==> config.mk <==
export PLATFORM = sky130hd
export DESIGN_NAME = wcache_ctrl
export DESIGN_NICKNAME = d
export VERILOG_FILES = /design/src/wcache_pkg.sv /design/src/wcache_ctrl.sv
export SDC_FILE = /design/constraint.sdc
export NUM_CORES = 1
export LEC_CHECK = 0
export BUFFER_PORTS_ARGS = -buffer_cell sky130_fd_sc_hd__buf_2
export CORE_ASPECT_RATIO = 1.1
export CORE_MARGIN = 4
export CORE_UTILIZATION = 40
export CTS_CLUSTER_DIAMETER = 50
export DETAILED_ROUTE_END_ITERATION = 12
export GPL_ROUTABILITY_DRIVEN = 0
export PLACE_DENSITY_LB_ADDON = 0.05
export REMOVE_ABC_BUFFERS = 1
export SYNTH_ARGS = -nofsm -noshare
export SYNTH_HDL_FRONTEND = slang
export SYNTH_SLANG_ARGS = --single-unit
==> constraint.sdc <==
create_clock -name clock_i -period 9.8 [get_ports clock_i]
set_input_delay 0.98 -clock clock_i [delete_from_list [all_inputs] [get_ports clock_i]]
set_output_delay 0.98 -clock clock_i [all_outputs]
set_load 0.03 [all_outputs]
==> src/wcache_pkg.sv <==
// shared constants and types for the posted write cache and read hit logic
package wcache_pkg;

    // command codes presented by the host interface decoder
    typedef enum logic [2:0] {
        OP_READ,
        OP_WR_PIO,
        OP_WR_MULTI,
        OP_WR_DMA,
        OP_WC_ON,
        OP_WC_OFF,
        OP_OTHER
    } cmd_op_e;

    localparam int   LBA_W      = 28;
    localparam int   CNT_W      = 8;
    localparam int   DATA_W     = 16;
    localparam int   FIFO_DEPTH = 16;
    localparam int   BUF_AW     = 12;
    localparam logic WC_DEFAULT = 1'b1;

    function automatic logic is_write(input cmd_op_e op);
        return (op == OP_WR_PIO) || (op == OP_WR_MULTI) || (op == OP_WR_DMA);
    endfunction

endpackage

==> src/wcache_ctrl.sv <==
// sector fifo and command/media control for the posted write cache
`timescale 1ns/100ps
`default_nettype none

module sector_fifo
#(
    parameter int WIDTH = 16,
    parameter int DEPTH = 16
)
(
    input  wire logic             clock_i,
    input  wire logic             sys_rst_i,
    input  wire logic             in_valid_i,
    output logic                  in_ready_o,
    input  wire logic [WIDTH-1:0] in_data_i,
    output logic                  out_valid_o,
    input  wire logic             out_ready_i,
    output logic      [WIDTH-1:0] out_data_o
);
    localparam int AW = $clog2(DEPTH);

    logic [WIDTH-1:0] mem_r [DEPTH];
    logic [AW-1:0]    wr_ptr_r;
    logic [AW-1:0]    rd_ptr_r;
    logic [AW:0]      fill_r;
    logic             push;
    logic             pop;

    assign in_ready_o  = (fill_r != AW'(0) + (AW+1)'(DEPTH)) ? 1'b1 : 1'b0;
    assign out_valid_o = (fill_r != '0);
    assign out_data_o  = mem_r[rd_ptr_r];
    assign push        = in_valid_i && in_ready_o;
    assign pop         = out_valid_o && out_ready_i;

    always_ff @(posedge clock_i)
    begin
        if (push)
            mem_r[wr_ptr_r] <= in_data_i;
    end

    always_ff @(posedge clock_i)
    begin
        if (sys_rst_i)
        begin
            wr_ptr_r <= '0;
            rd_ptr_r <= '0;
            fill_r   <= '0;
        end
        else
        begin
            if (push)
                wr_ptr_r <= (wr_ptr_r == AW'(DEPTH - 1)) ? '0 : wr_ptr_r + 1'b1;
            if (pop)
                rd_ptr_r <= (rd_ptr_r == AW'(DEPTH - 1)) ? '0 : rd_ptr_r + 1'b1;
            if (push && !pop)
                fill_r <= fill_r + 1'b1;
            else if (pop && !push)
                fill_r <= fill_r - 1'b1;
        end
    end
endmodule

////////////////////////////////////////////////////////////////////////////////

module wcache_ctrl
    import wcache_pkg::*;
(
    input  wire logic              clock_i,
    input  wire logic              sys_rst_i,
    input  wire logic              cmd_valid_i,
    output logic                   cmd_ready_o,
    input  wire cmd_op_e           cmd_op_i,
    input  wire logic [LBA_W-1:0]  cmd_lba_i,
    input  wire logic [CNT_W-1:0]  cmd_cnt_i,
    input  wire logic              hard_rst_req_i,
    input  wire logic              soft_rst_req_i,
    output logic                   rst_done_o,
    output logic                   done_o,
    output logic                   done_err_o,
    output logic      [LBA_W-1:0]  err_lba_o,
    output logic                   wc_en_o,
    input  wire logic              hwr_valid_i,
    output logic                   hwr_ready_o,
    input  wire logic [DATA_W-1:0] hwr_data_i,
    output logic                   host_xfer_start_o,
    output logic      [BUF_AW-1:0] host_transfer_pointer_o,
    output logic      [CNT_W-1:0]  host_xfer_cnt_o,
    input  wire logic              host_xfer_done_i,
    output logic                   media_rd_start_o,
    output logic      [BUF_AW-1:0] media_transfer_pointer_o,
    output logic      [LBA_W-1:0]  media_rd_lba_o,
    output logic      [CNT_W-1:0]  media_rd_cnt_o,
    output logic                   med_seek_o,
    input  wire logic              med_seek_done_i,
    output logic                   med_wr_valid_o,
    input  wire logic              med_wr_ready_i,
    output logic      [LBA_W-1:0]  med_wr_lba_o,
    output logic      [DATA_W-1:0] med_wr_data_o,
    input  wire logic              med_wr_fail_i
);
    typedef enum {S_IDLE, S_RECV, S_DRAIN, S_READ} cmd_state_e;
    typedef enum {M_IDLE, M_SEEK, M_WRITE} med_state_e;

    cmd_state_e       cst_r;
    med_state_e       mst_r;
    cmd_op_e          op_r;
    logic             wc_en_r;
    logic             err_pend_r;
    logic             err_owed_r;
    logic             rst_pend_r;
    logic [CNT_W-1:0] rx_rem_r;
    logic [LBA_W-1:0] act_lba_r;
    logic [LBA_W-1:0] act_rem_r;
    logic             pend_vld_r;
    logic [LBA_W-1:0] pend_lba_r;
    logic [LBA_W-1:0] pend_cnt_r;
    logic             cache_vld_r;
    logic [LBA_W-1:0] cache_lba_r;
    logic [LBA_W-1:0] cache_cnt_r;
    logic [LBA_W-1:0] tail_end;
    logic [LBA_W-1:0] cache_end;
    logic [LBA_W-1:0] hit_cnt;
    logic             take;
    logic             take_wr;
    logic             seq_wr;
    logic             drained;
    logic             lead_hit;
    logic             fifo_in_valid;
    logic             fifo_in_ready;
    logic             fifo_out_valid;
    logic             fifo_pop;
    logic             wr_hs;
    logic             rx_last;

    assign take        = cmd_valid_i && cmd_ready_o;
    assign take_wr     = take && is_write(cmd_op_i);
    assign cmd_ready_o = (cst_r == S_IDLE) && !rst_pend_r && !pend_vld_r;
    assign drained     = (mst_r == M_IDLE) && !pend_vld_r;
    assign tail_end    = pend_vld_r ? pend_lba_r + pend_cnt_r : act_lba_r + act_rem_r;
    assign seq_wr      = (cmd_lba_i == tail_end);
    assign cache_end   = cache_lba_r + cache_cnt_r;
    assign lead_hit    = cache_vld_r && (cmd_lba_i >= cache_lba_r) && (cmd_lba_i < cache_end);
    assign hit_cnt     = lead_hit ? cache_end - cmd_lba_i : '0;
    assign wc_en_o     = wc_en_r;

    ////////////////////////////////////////////////////////////////////////////
    // host data into the sector buffer; fifo fullness stalls the host

    assign fifo_in_valid = hwr_valid_i && (cst_r == S_RECV);
    assign hwr_ready_o   = fifo_in_ready && (cst_r == S_RECV);
    assign rx_last       = fifo_in_valid && fifo_in_ready && (rx_rem_r == CNT_W'(1));
    assign med_wr_valid_o = (mst_r == M_WRITE) && fifo_out_valid;
    assign wr_hs         = med_wr_valid_o && med_wr_ready_i;
    assign fifo_pop      = wr_hs;
    assign med_wr_lba_o  = act_lba_r;

    sector_fifo
    #(
        .WIDTH (DATA_W),
        .DEPTH (FIFO_DEPTH)
    )
    u_fifo
    (
        .clock_i     (clock_i),
        .sys_rst_i   (sys_rst_i),
        .in_valid_i  (fifo_in_valid),
        .in_ready_o  (fifo_in_ready),
        .in_data_i   (hwr_data_i),
        .out_valid_o (fifo_out_valid),
        .out_ready_i (fifo_pop),
        .out_data_o  (med_wr_data_o)
    );

    ////////////////////////////////////////////////////////////////////////////
    // command sequencing and completion

    always_ff @(posedge clock_i)
    begin
        if (sys_rst_i)
        begin
            cst_r      <= S_IDLE;
            op_r       <= OP_OTHER;
            rx_rem_r   <= '0;
            done_o     <= 1'b0;
            done_err_o <= 1'b0;
            err_owed_r <= 1'b0;
            rst_done_o <= 1'b0;
        end
        else
        begin
            done_o     <= 1'b0;
            done_err_o <= 1'b0;
            rst_done_o <= 1'b0;
            case (cst_r)
                S_IDLE:
                begin
                    // pending flag clears one edge late; no second grant pulse
                    if (rst_pend_r && drained && !rst_done_o)
                        rst_done_o <= 1'b1;
                    else if (take)
                    begin
                        op_r       <= cmd_op_i;
                        err_owed_r <= err_pend_r && is_write(cmd_op_i);
                        if (err_pend_r && !is_write(cmd_op_i))
                            done_err_o <= 1'b1;
                        else if (is_write(cmd_op_i))
                        begin
                            rx_rem_r <= cmd_cnt_i;
                            cst_r    <= S_RECV;
                        end
                        else if (cmd_op_i == OP_READ)
                            cst_r <= S_READ;
                        else
                            cst_r <= S_DRAIN;
                    end
                end
                S_RECV:
                begin
                    if (fifo_in_valid && fifo_in_ready)
                        rx_rem_r <= rx_rem_r - 1'b1;
                    if (rx_last)
                    begin
                        // owed error waits until this write is on media
                        if (!wc_en_r || err_owed_r)
                            cst_r <= S_DRAIN;
                        else
                        begin
                            // posted: media writing carries on behind this
                            done_o     <= 1'b1;
                            cst_r      <= S_IDLE;
                        end
                    end
                end
                S_DRAIN:
                begin
                    if (drained)
                    begin
                        done_o     <= !err_owed_r;
                        done_err_o <= err_owed_r;
                        err_owed_r <= 1'b0;
                        cst_r      <= S_IDLE;
                    end
                end
                S_READ:
                begin
                    if (host_xfer_done_i)
                    begin
                        done_o <= 1'b1;
                        cst_r  <= S_IDLE;
                    end
                end
                default:
                    cst_r <= S_IDLE;
            endcase
        end
    end

    ////////////////////////////////////////////////////////////////////////////
    // error, reset and write-cache enable state

    always_ff @(posedge clock_i)
    begin
        if (sys_rst_i)
        begin
            wc_en_r    <= WC_DEFAULT;
            err_pend_r <= 1'b0;
            err_lba_o  <= '0;
            rst_pend_r <= 1'b0;
        end
        else
        begin
            if (hard_rst_req_i || soft_rst_req_i)
                rst_pend_r <= 1'b1;
            else if (rst_done_o)
                rst_pend_r <= 1'b0;
            if (take && cmd_op_i == OP_WC_ON)
                wc_en_r <= 1'b1;
            else if (done_err_o)
                wc_en_r <= 1'b0;
            else if (cst_r == S_DRAIN && op_r == OP_WC_OFF && drained)
                wc_en_r <= 1'b0;
            // a new failure wins over the clear done by the taking command
            if (wr_hs && med_wr_fail_i)
            begin
                err_pend_r <= 1'b1;
                err_lba_o  <= act_lba_r;
            end
            else if (take || (rst_pend_r && drained && cst_r == S_IDLE))
                err_pend_r <= 1'b0;
        end
    end

    ////////////////////////////////////////////////////////////////////////////
    // background media write engine; reassigned sectors arrive as success

    always_ff @(posedge clock_i)
    begin
        if (sys_rst_i)
        begin
            mst_r      <= M_IDLE;
            act_lba_r  <= '0;
            act_rem_r  <= '0;
            pend_vld_r <= 1'b0;
            pend_lba_r <= '0;
            pend_cnt_r <= '0;
            med_seek_o <= 1'b0;
        end
        else
        begin
            med_seek_o <= 1'b0;
            if (take_wr && mst_r != M_IDLE && seq_wr)
            begin
                if (pend_vld_r)
                    pend_cnt_r <= pend_cnt_r + LBA_W'(cmd_cnt_i);
                else
                    act_rem_r <= act_rem_r - LBA_W'(wr_hs) + LBA_W'(cmd_cnt_i);
            end
            else if (take_wr && mst_r != M_IDLE)
            begin
                pend_vld_r <= 1'b1;
                pend_lba_r <= cmd_lba_i;
                pend_cnt_r <= LBA_W'(cmd_cnt_i);
            end
            else if (take_wr)
            begin
                act_lba_r  <= cmd_lba_i;
                act_rem_r  <= LBA_W'(cmd_cnt_i);
                med_seek_o <= 1'b1;
                mst_r      <= M_SEEK;
            end
            if (mst_r == M_SEEK && med_seek_done_i)
                mst_r <= M_WRITE;
            if (wr_hs)
            begin
                // a failed sector is dropped and the next one follows
                act_lba_r <= act_lba_r + 1'b1;
                if (!(take_wr && seq_wr && !pend_vld_r))
                    act_rem_r <= act_rem_r - 1'b1;
                if (act_rem_r == LBA_W'(1) && !(take_wr && seq_wr))
                begin
                    if (pend_vld_r)
                    begin
                        act_lba_r  <= pend_lba_r;
                        act_rem_r  <= pend_cnt_r;
                        pend_vld_r <= 1'b0;
                        med_seek_o <= 1'b1;
                        mst_r      <= M_SEEK;
                    end
                    else if (take_wr)
                    begin
                        // queued in this very cycle: start it at once
                        act_lba_r  <= cmd_lba_i;
                        act_rem_r  <= LBA_W'(cmd_cnt_i);
                        pend_vld_r <= 1'b0;
                        med_seek_o <= 1'b1;
                        mst_r      <= M_SEEK;
                    end
                    else
                        mst_r <= M_IDLE;
                end
            end
        end
    end

    ////////////////////////////////////////////////////////////////////////////
    // read cache window and read launch

    always_ff @(posedge clock_i)
    begin
        if (sys_rst_i)
        begin
            cache_vld_r <= 1'b0;
            cache_lba_r <= '0;
            cache_cnt_r <= '0;
        end
        else if (rst_done_o)
            cache_vld_r <= 1'b0;
        else if (take_wr)
        begin
            cache_vld_r <= 1'b1;
            if (cache_vld_r && cmd_lba_i == cache_end)
                cache_cnt_r <= cache_cnt_r + LBA_W'(cmd_cnt_i);
            else
            begin
                cache_lba_r <= cmd_lba_i;
                cache_cnt_r <= LBA_W'(cmd_cnt_i);
            end
        end
        else if (take && cmd_op_i == OP_READ && hit_cnt < LBA_W'(cmd_cnt_i))
        begin
            cache_vld_r <= 1'b1;
            cache_lba_r <= cmd_lba_i;
            cache_cnt_r <= LBA_W'(cmd_cnt_i);
        end
        else if (take && cmd_op_i != OP_READ)
            cache_vld_r <= 1'b0;
    end

    always_ff @(posedge clock_i)
    begin
        if (sys_rst_i)
        begin
            host_xfer_start_o        <= 1'b0;
            media_rd_start_o         <= 1'b0;
            host_transfer_pointer_o  <= '0;
            media_transfer_pointer_o <= '0;
            host_xfer_cnt_o          <= '0;
            media_rd_lba_o           <= '0;
            media_rd_cnt_o           <= '0;
        end
        else
        begin
            host_xfer_start_o <= 1'b0;
            media_rd_start_o  <= 1'b0;
            if (take && cmd_op_i == OP_READ && !err_pend_r)
            begin
                // buffer slot is the sector address modulo buffer size
                host_transfer_pointer_o  <= cmd_lba_i[BUF_AW-1:0];
                media_transfer_pointer_o <= cmd_lba_i[BUF_AW-1:0] + hit_cnt[BUF_AW-1:0];
                media_rd_lba_o           <= cmd_lba_i + hit_cnt;
                host_xfer_cnt_o          <= cmd_cnt_i;
                host_xfer_start_o        <= 1'b1;
                if (hit_cnt < LBA_W'(cmd_cnt_i))
                begin
                    media_rd_start_o <= 1'b1;
                    media_rd_cnt_o   <= cmd_cnt_i - hit_cnt[CNT_W-1:0];
                end
            end
        end
    end

    ////////////////////////////////////////////////////////////////////////////
    // checks

    property p_lead_ptr;
        @(posedge clock_i) disable iff (sys_rst_i)
        (take && cmd_op_i == OP_READ && !err_pend_r && lead_hit)
            |=> (media_transfer_pointer_o == host_transfer_pointer_o
                 + BUF_AW'($past(hit_cnt)));
    endproperty
    a_lead_ptr: assert property (p_lead_ptr) else $error("partial hit pointers wrong");

    property p_together;
        @(posedge clock_i) disable iff (sys_rst_i)
        media_rd_start_o |-> host_xfer_start_o;
    endproperty
    a_together: assert property (p_together) else $error("media read without host xfer");

    property p_posted;
        @(posedge clock_i) disable iff (sys_rst_i)
        (rx_last && wc_en_r && !err_owed_r) |=> done_o && !done_err_o && cst_r == S_IDLE;
    endproperty
    a_posted: assert property (p_posted) else $error("posted write not completed");

    property p_owed;
        @(posedge clock_i) disable iff (sys_rst_i)
        (rx_last && err_owed_r) |=> cst_r == S_DRAIN && !done_o && !done_err_o;
    endproperty
    a_owed: assert property (p_owed) else $error("error reported before write");

    property p_no_search;
        @(posedge clock_i) disable iff (sys_rst_i)
        (take_wr && seq_wr && mst_r != M_IDLE && !pend_vld_r) |=> !med_seek_o;
    endproperty
    a_no_search: assert property (p_no_search) else $error("search on chained write");

    property p_search;
        @(posedge clock_i) disable iff (sys_rst_i)
        (take_wr && mst_r == M_IDLE) |=> med_seek_o && mst_r == M_SEEK;
    endproperty
    a_search: assert property (p_search) else $error("no search from idle");

    property p_rst_held;
        @(posedge clock_i) disable iff (sys_rst_i)
        rst_done_o |-> $past(drained) && $past(rst_pend_r);
    endproperty
    a_rst_held: assert property (p_rst_held) else $error("reset ran over dirty data");

    property p_refuse;
        @(posedge clock_i) disable iff (sys_rst_i)
        (take && err_pend_r && !is_write(cmd_op_i)) |=> done_err_o && !done_o ##1 !wc_en_r;
    endproperty
    a_refuse: assert property (p_refuse) else $error("pending error not reported");

    property p_power_on;
        @(posedge clock_i)
        $past(sys_rst_i) |-> wc_en_r;
    endproperty
    a_power_on: assert property (p_power_on) else $error("cache not on after reset");

endmodule

`default_nettype wire

==> results.json, run 1 <==
{
  "outcome": "complete, no violations",
  "die_h_um": 322.9,
  "cts-root-buf": "clkbuf_16",
  "fin_nets": 4341,
  "dr.pass1.iters": 5,
  "syn_area_per_cell_um2": 9.324,
  "crit_start": "cache_cnt_r[1]$_SDFFE_PP0P_",
  "period_minus_slack_ps": 9234,
  "crit_required_ps": 10360,
  "dieArea_mm2": 0.09501,
  "clock_skew_ps": 17.60,
  "fp.dieW_um": 294.3,
  "syn_to_final_growth_pct": 13.67,
  "dr.first_iter.drc_count": 2065,
  "tightest_slew_ps": 1028,
  "path_max_fanout": 5,
  "cts_tree": "done",
  "wl_met2_um": 56780,
  "start_kind": "flop",
  "seq_area_frac_synth": 0.3942,
  "clk_latency_ps": 650,
  "ctsHoldBuffers": 0,
  "reg2reg_slack_ps": 570,
  "antenna_found_initial": 0,
  "seq_area_mm2": 0.01422,
  "ys_ff_latch": 582,
  "hpwl_um": 83870,
  "ant_nets": 0,
  "port_buffers": 214,
  "slew-limit-headroom": 0.3146,
  "cellPowerDensity_mw_per_mm2": 171.5,
  "grt_start_max_net_pins": 71,
  "antenna_cells": 0,
  "r2r_start": "cache_cnt_r[1]$_SDFFE_PP0P_",
  "top_layer": "met4",
  "slowest_delay_ps": 440,
  "drc_errors": 0,
  "synth_cell_types": 109,
  "post_cts.repair.setup_buffers": 0,
  "hold_start": "media_rd_lba_o[18]$_SDFFE_PP0P_",
  "cts_buffers": 81,
  "vias_per_cell": 5.601,
  "drive_gt1_frac": 0.1420,
  "crit_type": "flop to flop",
  "grt_pass1_vias": 29050,
  "fmax_ghz": 0.1083,
  "coreArea_mm2": 0.08935,
  "hold_violations": 0,
  "cpMostUsedCell": "a21o_1",
  "leakage_uw": 0.01643,
  "pre_cts_ws_ps": 327.7,
  "synth-main-ff-cell": "dfxtp_1",
  "routed-wl-met3_um": 5176,
  "period_share": 0.9422,
  "hold_class": "flop to flop",
  "synth_area_mm2": 0.03605,
  "wl_per_cell_um": 22.23,
  "synthesis.instances": 3867,
  "num_io_pins": 215,
  "async_flop_share": 0,
  "rows": 115,
  "path_clk_slew_ps": 50,
  "peakVddDrop_mv": 0.1127,
  "multi_input_area_mm2": 0.02034,
  "grt_overflow_total": 0,
  "fin_ws_ps": 566.1,
  "vias": 29390,
  "fill_cells": 8772,
  "cap_violations": 0,
  "endpoint_kind": "flop",
  "drv_slew": 0,
  "yosys_warnings": 0,
  "wl_met1_um": 50920,
  "wl_um": 116600,
  "postLayoutCoreUtil": 0.4587,
  "setup_viol": 0,
  "track_usage": 0.2402,
  "clockBufferDepth": 3,
  "clock_sinks": 582,
  "start_util": 0.4035,
  "tns_ps": 0,
  "synth-edff-count": 256,
  "arrival_ps": 9790,
  "grt_pass1_wl_um": 176500,
  "critical_path.slowest_cell": "o311ai_1",
  "htreeDepth": 3
}
==> cell type report <==
cell class	count	area share
Sequential cell	582	0.3470
Clock inverter	52	0.01453
Inverter	187	0.01713
Timing Repair Buffer	271	0.03691
Tap cell	1170	0.03572
Multi-Input combinational cell	2889	0.4962
Clock buffer	97	0.05245
==> final timing paths <==
path / cells past startpoint / end
worst max-delay path: 41 / media_rd_lba_o[27]$_SDFFE_PP0P_
worst min-delay path: 2 / media_rd_lba_o[18]$_SDFFE_PP0P_
worst max register to register: 41 / media_rd_lba_o[27]$_SDFFE_PP0P_
worst min register to register: 2 / media_rd_lba_o[18]$_SDFFE_PP0P_
==> routing by layer <==
layer,up-vias,GRT usage
li1,14370,-
met1,14130,0.3055
met2,720,0.4214
met3,172,0.03440
met4,0,0.07890
met5,-,0
==> logic make-up after synthesis <==
group	count (synthesis)	synth area share
buf+inv	396	0.04522
mux	155	0.07097
simple gates	1267	0.1681
compound gates	995	0.1771
fa+ha+maj	264	0.09349
xor+xnor	208	0.05091
flops	582	0.3942
==> power by group <==
group	internal [uW]	switching [uW]	leakage, uW	total [uW]
sequential	2600	97.6	0.00494	2700
clock	1760	1210	0.00133	2970
combinational	507	851	0.0102	1360
total	4870	2150	0.0164	7030
==> cell usage after synthesis (all sizes together) (41+ instances only) <==
cell type | instances | area [um^2]
ha | 255 | 3191
buf | 65 | 384.1
o21ai | 191 | 974.7
nand3 | 91 | 480.5
and2 | 68 | 425.4
nor3 | 83 | 420.4
mux4 | 80 | 1802
nand2b | 48 | 300.3
xor2 | 68 | 595.6
a21oi | 346 | 1750
dfxtp | 326 | 6526
clkbuf | 144 | 544.3
a21o | 64 | 480.5
inv | 186 | 698.2
xnor2 | 139 | 1217
nand2 | 419 | 1592
nor2 | 320 | 1216
mux2i | 70 | 700.7
o21a | 41 | 307.8
edfxtp | 256 | 7687
==> per-stage QoR <==
| stage | area, um^2 | total power, uW | std cells | hold WS [ps] |
|---|---|---|---|---|
| CTS | 40960 | 7101 | 5248 | 452.0 |
| detailed placement | 38220 | 4102 | 5099 | 441.9 |
| floorplan | 35130 | 3663 | 3658 | 430.2 |
| global placement | 38220 | 4107 | 5099 | 438.4 |
| global route | 40980 | 7370 | 5248 | 464.0 |
| finish | 40980 | 7027 | 5248 | 447.7 |
==> cell usage in the layout (no fill, tap or decap), types with 19 or more instances in the layout <==
cell type	instances
nor3_1	76
buf_4	56
nor2_1	305
o211ai_1	21
a211oi_1	31
edfxtp_1	256
buf_2	213
or3_1	30
a21oi_1	343
inv_1	184
a31oi_1	39
o31ai_1	19
mux2i_1	70
nand4_1	40
a21o_1	64
and2_1	67
nor4_1	26
o21bai_1	23
xnor2_1	139
o21ai_0	161
nand2_1	417
nor2b_1	32
and3_1	40
mux4_2	80
o21ai_1	26
o22ai_1	38
dfxtp_1	323
nand3_1	89
clkbuf_16	82
o21a_1	41
ha_1	255
xor2_1	68
nand2b_1	48
==> repair_timing <==
item                       in CTS  in global routing
setup endpoints to repair       0                  3
hold endpoints to repair        0                  0
gates resized for setup         0                  4
==> critical path, delay by kind of cell, from the launching register on <==
family	cells	cell delay (ps)
adder cells (fa/ha/maj)	3	800
flip-flops	1	430
XOR/XNOR	2	270
buffers and inverters	3	420
AO/OA/AOI/OAI	25	5780
AND/OR/NAND/NOR	8	1400
==> state kept, by name, indices dropped and copies added, names as in the netlist, 12 cells and up, named ones only <==
signal and flops:
cache_cnt_r 28, med_wr_lba_o 28, act_rem_r 28, host_transfer_pointer_o 12
media_rd_lba_o 17, pend_lba_r 28, u_fifo.mem_r 256, mst_r 32
cache_lba_r 28, err_lba_o 28, pend_cnt_r 28
No activity file was read; power rests on OpenSTA's default activity.
==> run 2: changes to the inputs <==
--- a/config.mk
+++ b/config.mk
@@ -5,12 +5,12 @@
 export SDC_FILE = /design/constraint.sdc
 export NUM_CORES = 1
 export LEC_CHECK = 0
-export BUFFER_PORTS_ARGS = -buffer_cell sky130_fd_sc_hd__buf_2
-export CORE_ASPECT_RATIO = 1.1
+export CORE_ASPECT_RATIO = 1.25
 export CORE_MARGIN = 4
 export CORE_UTILIZATION = 40
 export CTS_CLUSTER_DIAMETER = 50
 export DETAILED_ROUTE_END_ITERATION = 12
+export DONT_BUFFER_PORTS = 1
 export GPL_ROUTABILITY_DRIVEN = 0
 export PLACE_DENSITY_LB_ADDON = 0.05
 export REMOVE_ABC_BUFFERS = 1
==> run 2 against run 1 <==
- wire length is 1.6% higher
- first-iteration DRC count is 10% lower
- clock power is 2% lower
==> results.json, run 2 (synthesis gave the netlist of run 1 again) <==
{
  "outcome": "complete, no violations",
  "seq_area_mm2": 0.01422,
  "arrival_ps": 9730,
  "start_kind": "flop",
  "syn_to_final_growth_pct": 10.42,
  "rows": 122,
  "cellPowerDensity_mw_per_mm2": 172.8,
  "worstPathBufferInverterCount": 4,
  "routed-wl-met3_um": 6559,
  "largest-register": "u_fifo.mem_r",
  "multi_input_area_mm2": 0.02030,
  "fill_cells": 8466,
  "fin_nets": 4127,
  "peakVddDrop_mv": 0.1254,
  "seq_power_share": 0.399,
  "setup_viol": 0,
  "post_dp_cell_area_mm2": 0.03712,
  "cap_violations": 0,
  "stdcell_count": 5041,
  "drc_errors": 0,
  "reg_top3": "u_fifo.mem_r x256, mst_r x32",
  "dr.pass1.iters": 7,
  "ant_nets": 0,
  "power_switching_share": 0.3061,
  "grt_pass1_wl_um": 179100,
  "drive_gt1_frac": 0.09322,
  "hpwl_um": 85680,
  "leakage_uw": 0.01536,
  "period_minus_slack_ps": 9185,
  "clock_skew_ps": 32.96,
  "hold_class": "input port to flop",
  "cts_resized": 0,
  "critical_path.slowest_cell": "fa_1",
  "crit_type": "flop to flop",
  "combPwrFrac": 0.179,
  "period_share": 0.9372,
  "start_util": 0.4051,
  "track_usage": 0.2420,
  "largest_reg_flops": 256,
  "holdWs_ps": 432.4,
  "clk_latency_ps": 640,
  "grt_start_max_net_pins": 254,
  "dr.first_iter.drc_count": 1854,
  "dp_cells": 4894,
  "slowest_delay_ps": 410,
  "cts_buffers": 80,
  "clockBufferDepth": 3,
  "cts_tree": "done",
  "postLayoutCoreUtil": 0.4474,
  "ctsHoldBuffers": 0,
  "drv_slew": 0,
  "wl_met1_um": 46150,
  "coreArea_mm2": 0.08899,
  "endpoint_kind": "flop",
  "wl_um": 118500,
  "antenna_found_initial": 0,
  "slew-limit-headroom": 0.3328,
  "wl_per_cell_um": 23.51,
  "power.internal_uw": 4774,
  "fp.dieW_um": 276.5,
  "clock_sinks": 582,
  "dieArea_mm2": 0.09503,
  "rsz0062_at_grt": "false",
  "path_clk_slew_ps": 60,
  "layout_commonest_cell": "nand2_1",
  "wl_met2_um": 59830,
  "grt_pass1_vias": 29790,
  "die_h_um": 343.7,
  "path_max_fanout": 6,
  "critPathTopFamily": "compound AO/OA/AOI/OAI gates",
  "power_frac_clock": 0.422,
  "p_sw_uw": 2106,
  "port_buffers": 0,
  "tightest_slew_ps": 972.9,
  "hold_violations": 0,
  "final_cell_mix": "nand2_1, a21oi_1, dfxtp_1, nor2_1, edfxtp_1",
  "cts-root-buf": "clkbuf_16",
  "fin_area_mm2": 0.03981,
  "num_io_pins": 215,
  "vias_per_cell": 5.836,
  "crit_required_ps": 10350,
  "fmax_ghz": 0.1089,
  "post_cts.repair.setup_buffers": 0,
  "top_layer": "met4",
  "vias": 29420,
  "grt_overflow_total": 0,
  "htreeDepth": 3
}
run 2: cell count changes in the layout (fill, tap and decap cells not counted), sizes merged:
cell,before,now
bufinv,6,4
clkbuf,97,92
buf,271,58
diode,0,1
inv,202,203
clkinv,25,28
run 2: layer usage:
layer,vias up,global-route usage
li1,13950,-
met4,0,0.1202
met1,14360,0.2779
met2,861,0.4382
met3,254,0.03903
met5,-,0
run 2: cell type report:
class / count / share of cell area
diodes: 1 / 0.00006286
multi-input cells: 2889 / 0.5100
flip-flops and latches: 582 / 0.3573
inverters: 187 / 0.01763
well taps: 1178 / 0.03702
repair buffers: 58 / 0.01094
clock buffers: 92 / 0.05283
clock inverters: 54 / 0.01427
run 2: per-stage QoR:
step | setup slack [ps] | total power, uW | TNS [ps]
4_1_cts | 317.8 | 6947 | 0
6_report | 615.3 | 6879 | 0
2_1_floorplan | -33.63 | 3663 | -941.5
5_1_grt | 25.57 | 7196 | 0
3_5_place_dp | 340.9 | 4006 | 0
3_3_place_gp | 459.5 | 3983 | 0
run 2: final timing paths:
check / startpoint / to / slack, ps / depth (start not counted)
worst max-delay path: cache_lba_r[0]$_SDFFE_PP0P_ / media_rd_lba_o[27]$_SDFFE_PP0P_ / 620 / 42
worst min-delay path: hwr_data_i[13] / u_fifo.mem_r[13][13]$_DFFE_PP_ / 430 / 0
worst max register to register: cache_lba_r[0]$_SDFFE_PP0P_ / media_rd_lba_o[27]$_SDFFE_PP0P_ / 620 / 42
worst min register to register: mst_r[26]$_SDFF_PP0_ / mst_r[26]$_SDFF_PP0_ / 450 / 1
run 2: worst register-to-register path: cells and delay by family, from the launching register on:
| kind | cells | cell delay, ps |
|---|---|---|
| xor gates and xnor gates | 2 | 240 |
| DFF | 1 | 320 |
| and+or+nand+nor | 7 | 1180 |
| adders and majority gates | 4 | 1310 |
| buffers and inverters | 4 | 660 |
| AOI/OAI and AO/OA | 25 | 5360 |
run 2: power groups by stage:
stage               sequential [uW]  combinational, uW  clock (uW)
finish                         2740               1230        2910
global route                   2750               1350        3090
CTS                            2750               1220        2980
detailed placement             2800               1210           0
global placement               2790               1190           0
floorplan                      2760                905           0
==> run 3: changes to the inputs <==
--- a/config.mk
+++ b/config.mk
@@ -13,6 +13,7 @@
 export DONT_BUFFER_PORTS = 1
 export GPL_ROUTABILITY_DRIVEN = 0
 export PLACE_DENSITY_LB_ADDON = 0.05
+export RECOVER_POWER = 50
 export REMOVE_ABC_BUFFERS = 1
 export SYNTH_ARGS = -nofsm -noshare
 export SYNTH_HDL_FRONTEND = slang
==> run 3 against run 2 <==
- sequential power about the same
- wire length about the same
- highest routed layer unchanged
- combinational power about the same
- largest cell class unchanged
- the run now ends with capacitance limit, slew limit left
==> results.json, run 3 (synthesis gave the netlist of run 1 again) <==
{
  "peakVddDrop_mv": 0.1253,
  "dr.pass1.iters": 6,
  "hold_violations": 0,
  "reg2regPathDepth": 42,
  "postLayoutCoreUtil": 0.4467,
  "setup_viol": 0,
  "slowest_delay_ps": 410,
  "reg_top3": "u_fifo.mem_r x256, mst_r x32",
  "clk_latency_ps": 640,
  "cellPowerDensity_mw_per_mm2": 173.0,
  "die_h_um": 343.7,
  "power.internal_uw": 4772,
  "port_buffers": 0,
  "drive_gt1_frac": 0.08933,
  "rsz0062_at_grt": "false",
  "drc_errors": 0,
  "leakage_uw": 0.01531,
  "path_max_fanout": 6,
  "fin_nets": 4127,
  "arrival_ps": 9730,
  "start_util": 0.4051,
  "ctsHoldBuffers": 0,
  "rows": 122,
  "power_switching_share": 0.3061,
  "dr.first_iter.drc_count": 1847,
  "wl_met1_um": 46400,
  "clock_skew_ps": 31.97,
  "final_cell_mix": "nand2_1, a21oi_1, dfxtp_1, nor2_1, edfxtp_1",
  "clock_sinks": 582,
  "post_cts.repair.setup_buffers": 0,
  "grt_pass1_wl_um": 179100,
  "grt_pass1_vias": 29790,
  "antenna_found_initial": 0,
  "largest_reg_flops": 256,
  "p_sw_uw": 2105,
  "cts-root-buf": "clkbuf_16",
  "wl_met2_um": 59660,
  "violations": "capacitance limit, slew limit",
  "period_minus_slack_ps": 9184,
  "fin_ws_ps": 616.1,
  "grt_overflow_total": 0,
  "period_share": 0.9371,
  "fill_cells": 8478,
  "fp.dieW_um": 276.5,
  "cap_violations": 7,
  "pre_cts_ws_ps": 340.9,
  "seq_area_mm2": 0.01422,
  "p_total_uw": 6876,
  "seq_power_share": 0.399,
  "slew-limit-headroom": -0.7738,
  "fmax_ghz": 0.1089,
  "crit_required_ps": 10350,
  "critPathTopFamily": "compound AO/OA/AOI/OAI gates",
  "wl_per_cell_um": 23.53,
  "power_frac_clock": 0.423,
  "reg2reg_slack_ps": 620,
  "min_to": "u_fifo.mem_r[13][13]$_DFFE_PP_",
  "grt_start_max_net_pins": 254,
  "dieArea_mm2": 0.09503,
  "r2r_end": "media_rd_lba_o[27]$_SDFFE_PP0P_",
  "ant_nets": 0,
  "hold_class": "input port to flop",
  "vias_per_cell": 5.837,
  "layout_commonest_cell": "nand2_1",
  "multi_input_area_mm2": 0.02029,
  "tightest_slew_ps": 2661,
  "critical_path.slowest_cell": "fa_1",
  "hpwl_um": 85680,
  "largest-register": "u_fifo.mem_r",
  "cts_buffers": 80,
  "num_io_pins": 215,
  "combPwrFrac": 0.178,
  "crit_type": "flop to flop",
  "routed-wl-met3_um": 6379,
  "cts_tree": "done",
  "endpoint_kind": "flop",
  "syn_to_final_growth_pct": 10.26,
  "outcome": "complete, but fails checks",
  "track_usage": 0.2420,
  "wl_um": 118600,
  "start_kind": "flop",
  "vias": 29420,
  "top_layer": "met4",
  "drv_slew": 198,
  "hold_start": "hwr_data_i[13]",
  "min_delay_path_depth": 0,
  "path_clk_slew_ps": 60,
  "r2r_start": "cache_lba_r[0]$_SDFFE_PP0P_",
  "worstPathBufferInverterCount": 4,
  "htreeDepth": 3,
  "coreArea_mm2": 0.08899,
  "clockBufferDepth": 3
}
==> run 3: repair_timing <==
item	CTS	global route
endpoints found under the hold margin	0	0
gates resized for setup	0	3
endpoints found under the setup margin	0	5
==> run 3: cell type report <==
| class | instances | area share |
|---|---|---|
| diodes | 1 | 0.00006295 |
| clock buffers | 92 | 0.05291 |
| clock inverters | 54 | 0.01429 |
| inverters | 187 | 0.01766 |
| multi-input cells | 2889 | 0.5105 |
| flip-flops and latches | 582 | 0.3577 |
| well taps | 1178 | 0.03708 |
| repair buffers | 58 | 0.009820 |
==> run 3: power groups by stage <==
stage                     combinational, uW  clock (uW)  sequential (uW)
after floorplan                         905           0             2760
after global placement                 1190           0             2790
after detailed placement               1210           0             2800
after CTS                              1220        2980             2750
after global routing                   1350        3090             2750
final                                  1230        2910             2740
==> run 3: layer usage <==
metal	vias to the layer above	global-route usage
li1	13950	-
met1	14340	0.2779
met2	866	0.4382
met3	261	0.03903
met4	0	0.1202
met5	-	0
==> run 3: metrics by stage <==
step                      setup TNS, ps  instance area, um^2  hold WS, ps  instances
after floorplan                  -941.5                35130        430.2       3658
after global placement                0                37120        441.7       4894
after detailed placement              0                37120        445.9       4894
after CTS                             0                39790        391.4       5040
after global routing                  0                39750        408.8       5040
final                                 0                39750        430.5       5041
==> run 3: worst register-to-register path: cells and delay by family, from the launching register on <==
kind                       cells  cell delay (ps)
xor gates and xnor gates       2              240
buffers and inverters          4              660
and+or+nand+nor                7             1180
AOI/OAI and AO/OA             25             5360
DFF                            1              320
adders and majority gates      4             1310
==> run 3: how the worst max path moves through the flow <==
| stage | start | to | slack [ps] | depth (start not counted) |
|---|---|---|---|---|
| after floorplan | cache_cnt_r[1]$_SDFFE_PP0P_ | cache_lba_r[0]$_SDFFE_PP0P_ | -30 | 39 |
| after global placement | cache_cnt_r[1]$_SDFFE_PP0P_ | media_rd_lba_o[27]$_SDFFE_PP0P_ | 460 | 40 |
| after detailed placement | cache_cnt_r[1]$_SDFFE_PP0P_ | media_rd_lba_o[27]$_SDFFE_PP0P_ | 340 | 40 |
| after CTS | cache_cnt_r[1]$_SDFFE_PP0P_ | media_rd_lba_o[27]$_SDFFE_PP0P_ | 320 | 40 |
| after global routing | cache_cnt_r[0]$_SDFFE_PP0P_ | media_rd_lba_o[27]$_SDFFE_PP0P_ | 30 | 41 |
| final | cache_lba_r[0]$_SDFFE_PP0P_ | media_rd_lba_o[27]$_SDFFE_PP0P_ | 620 | 42 |
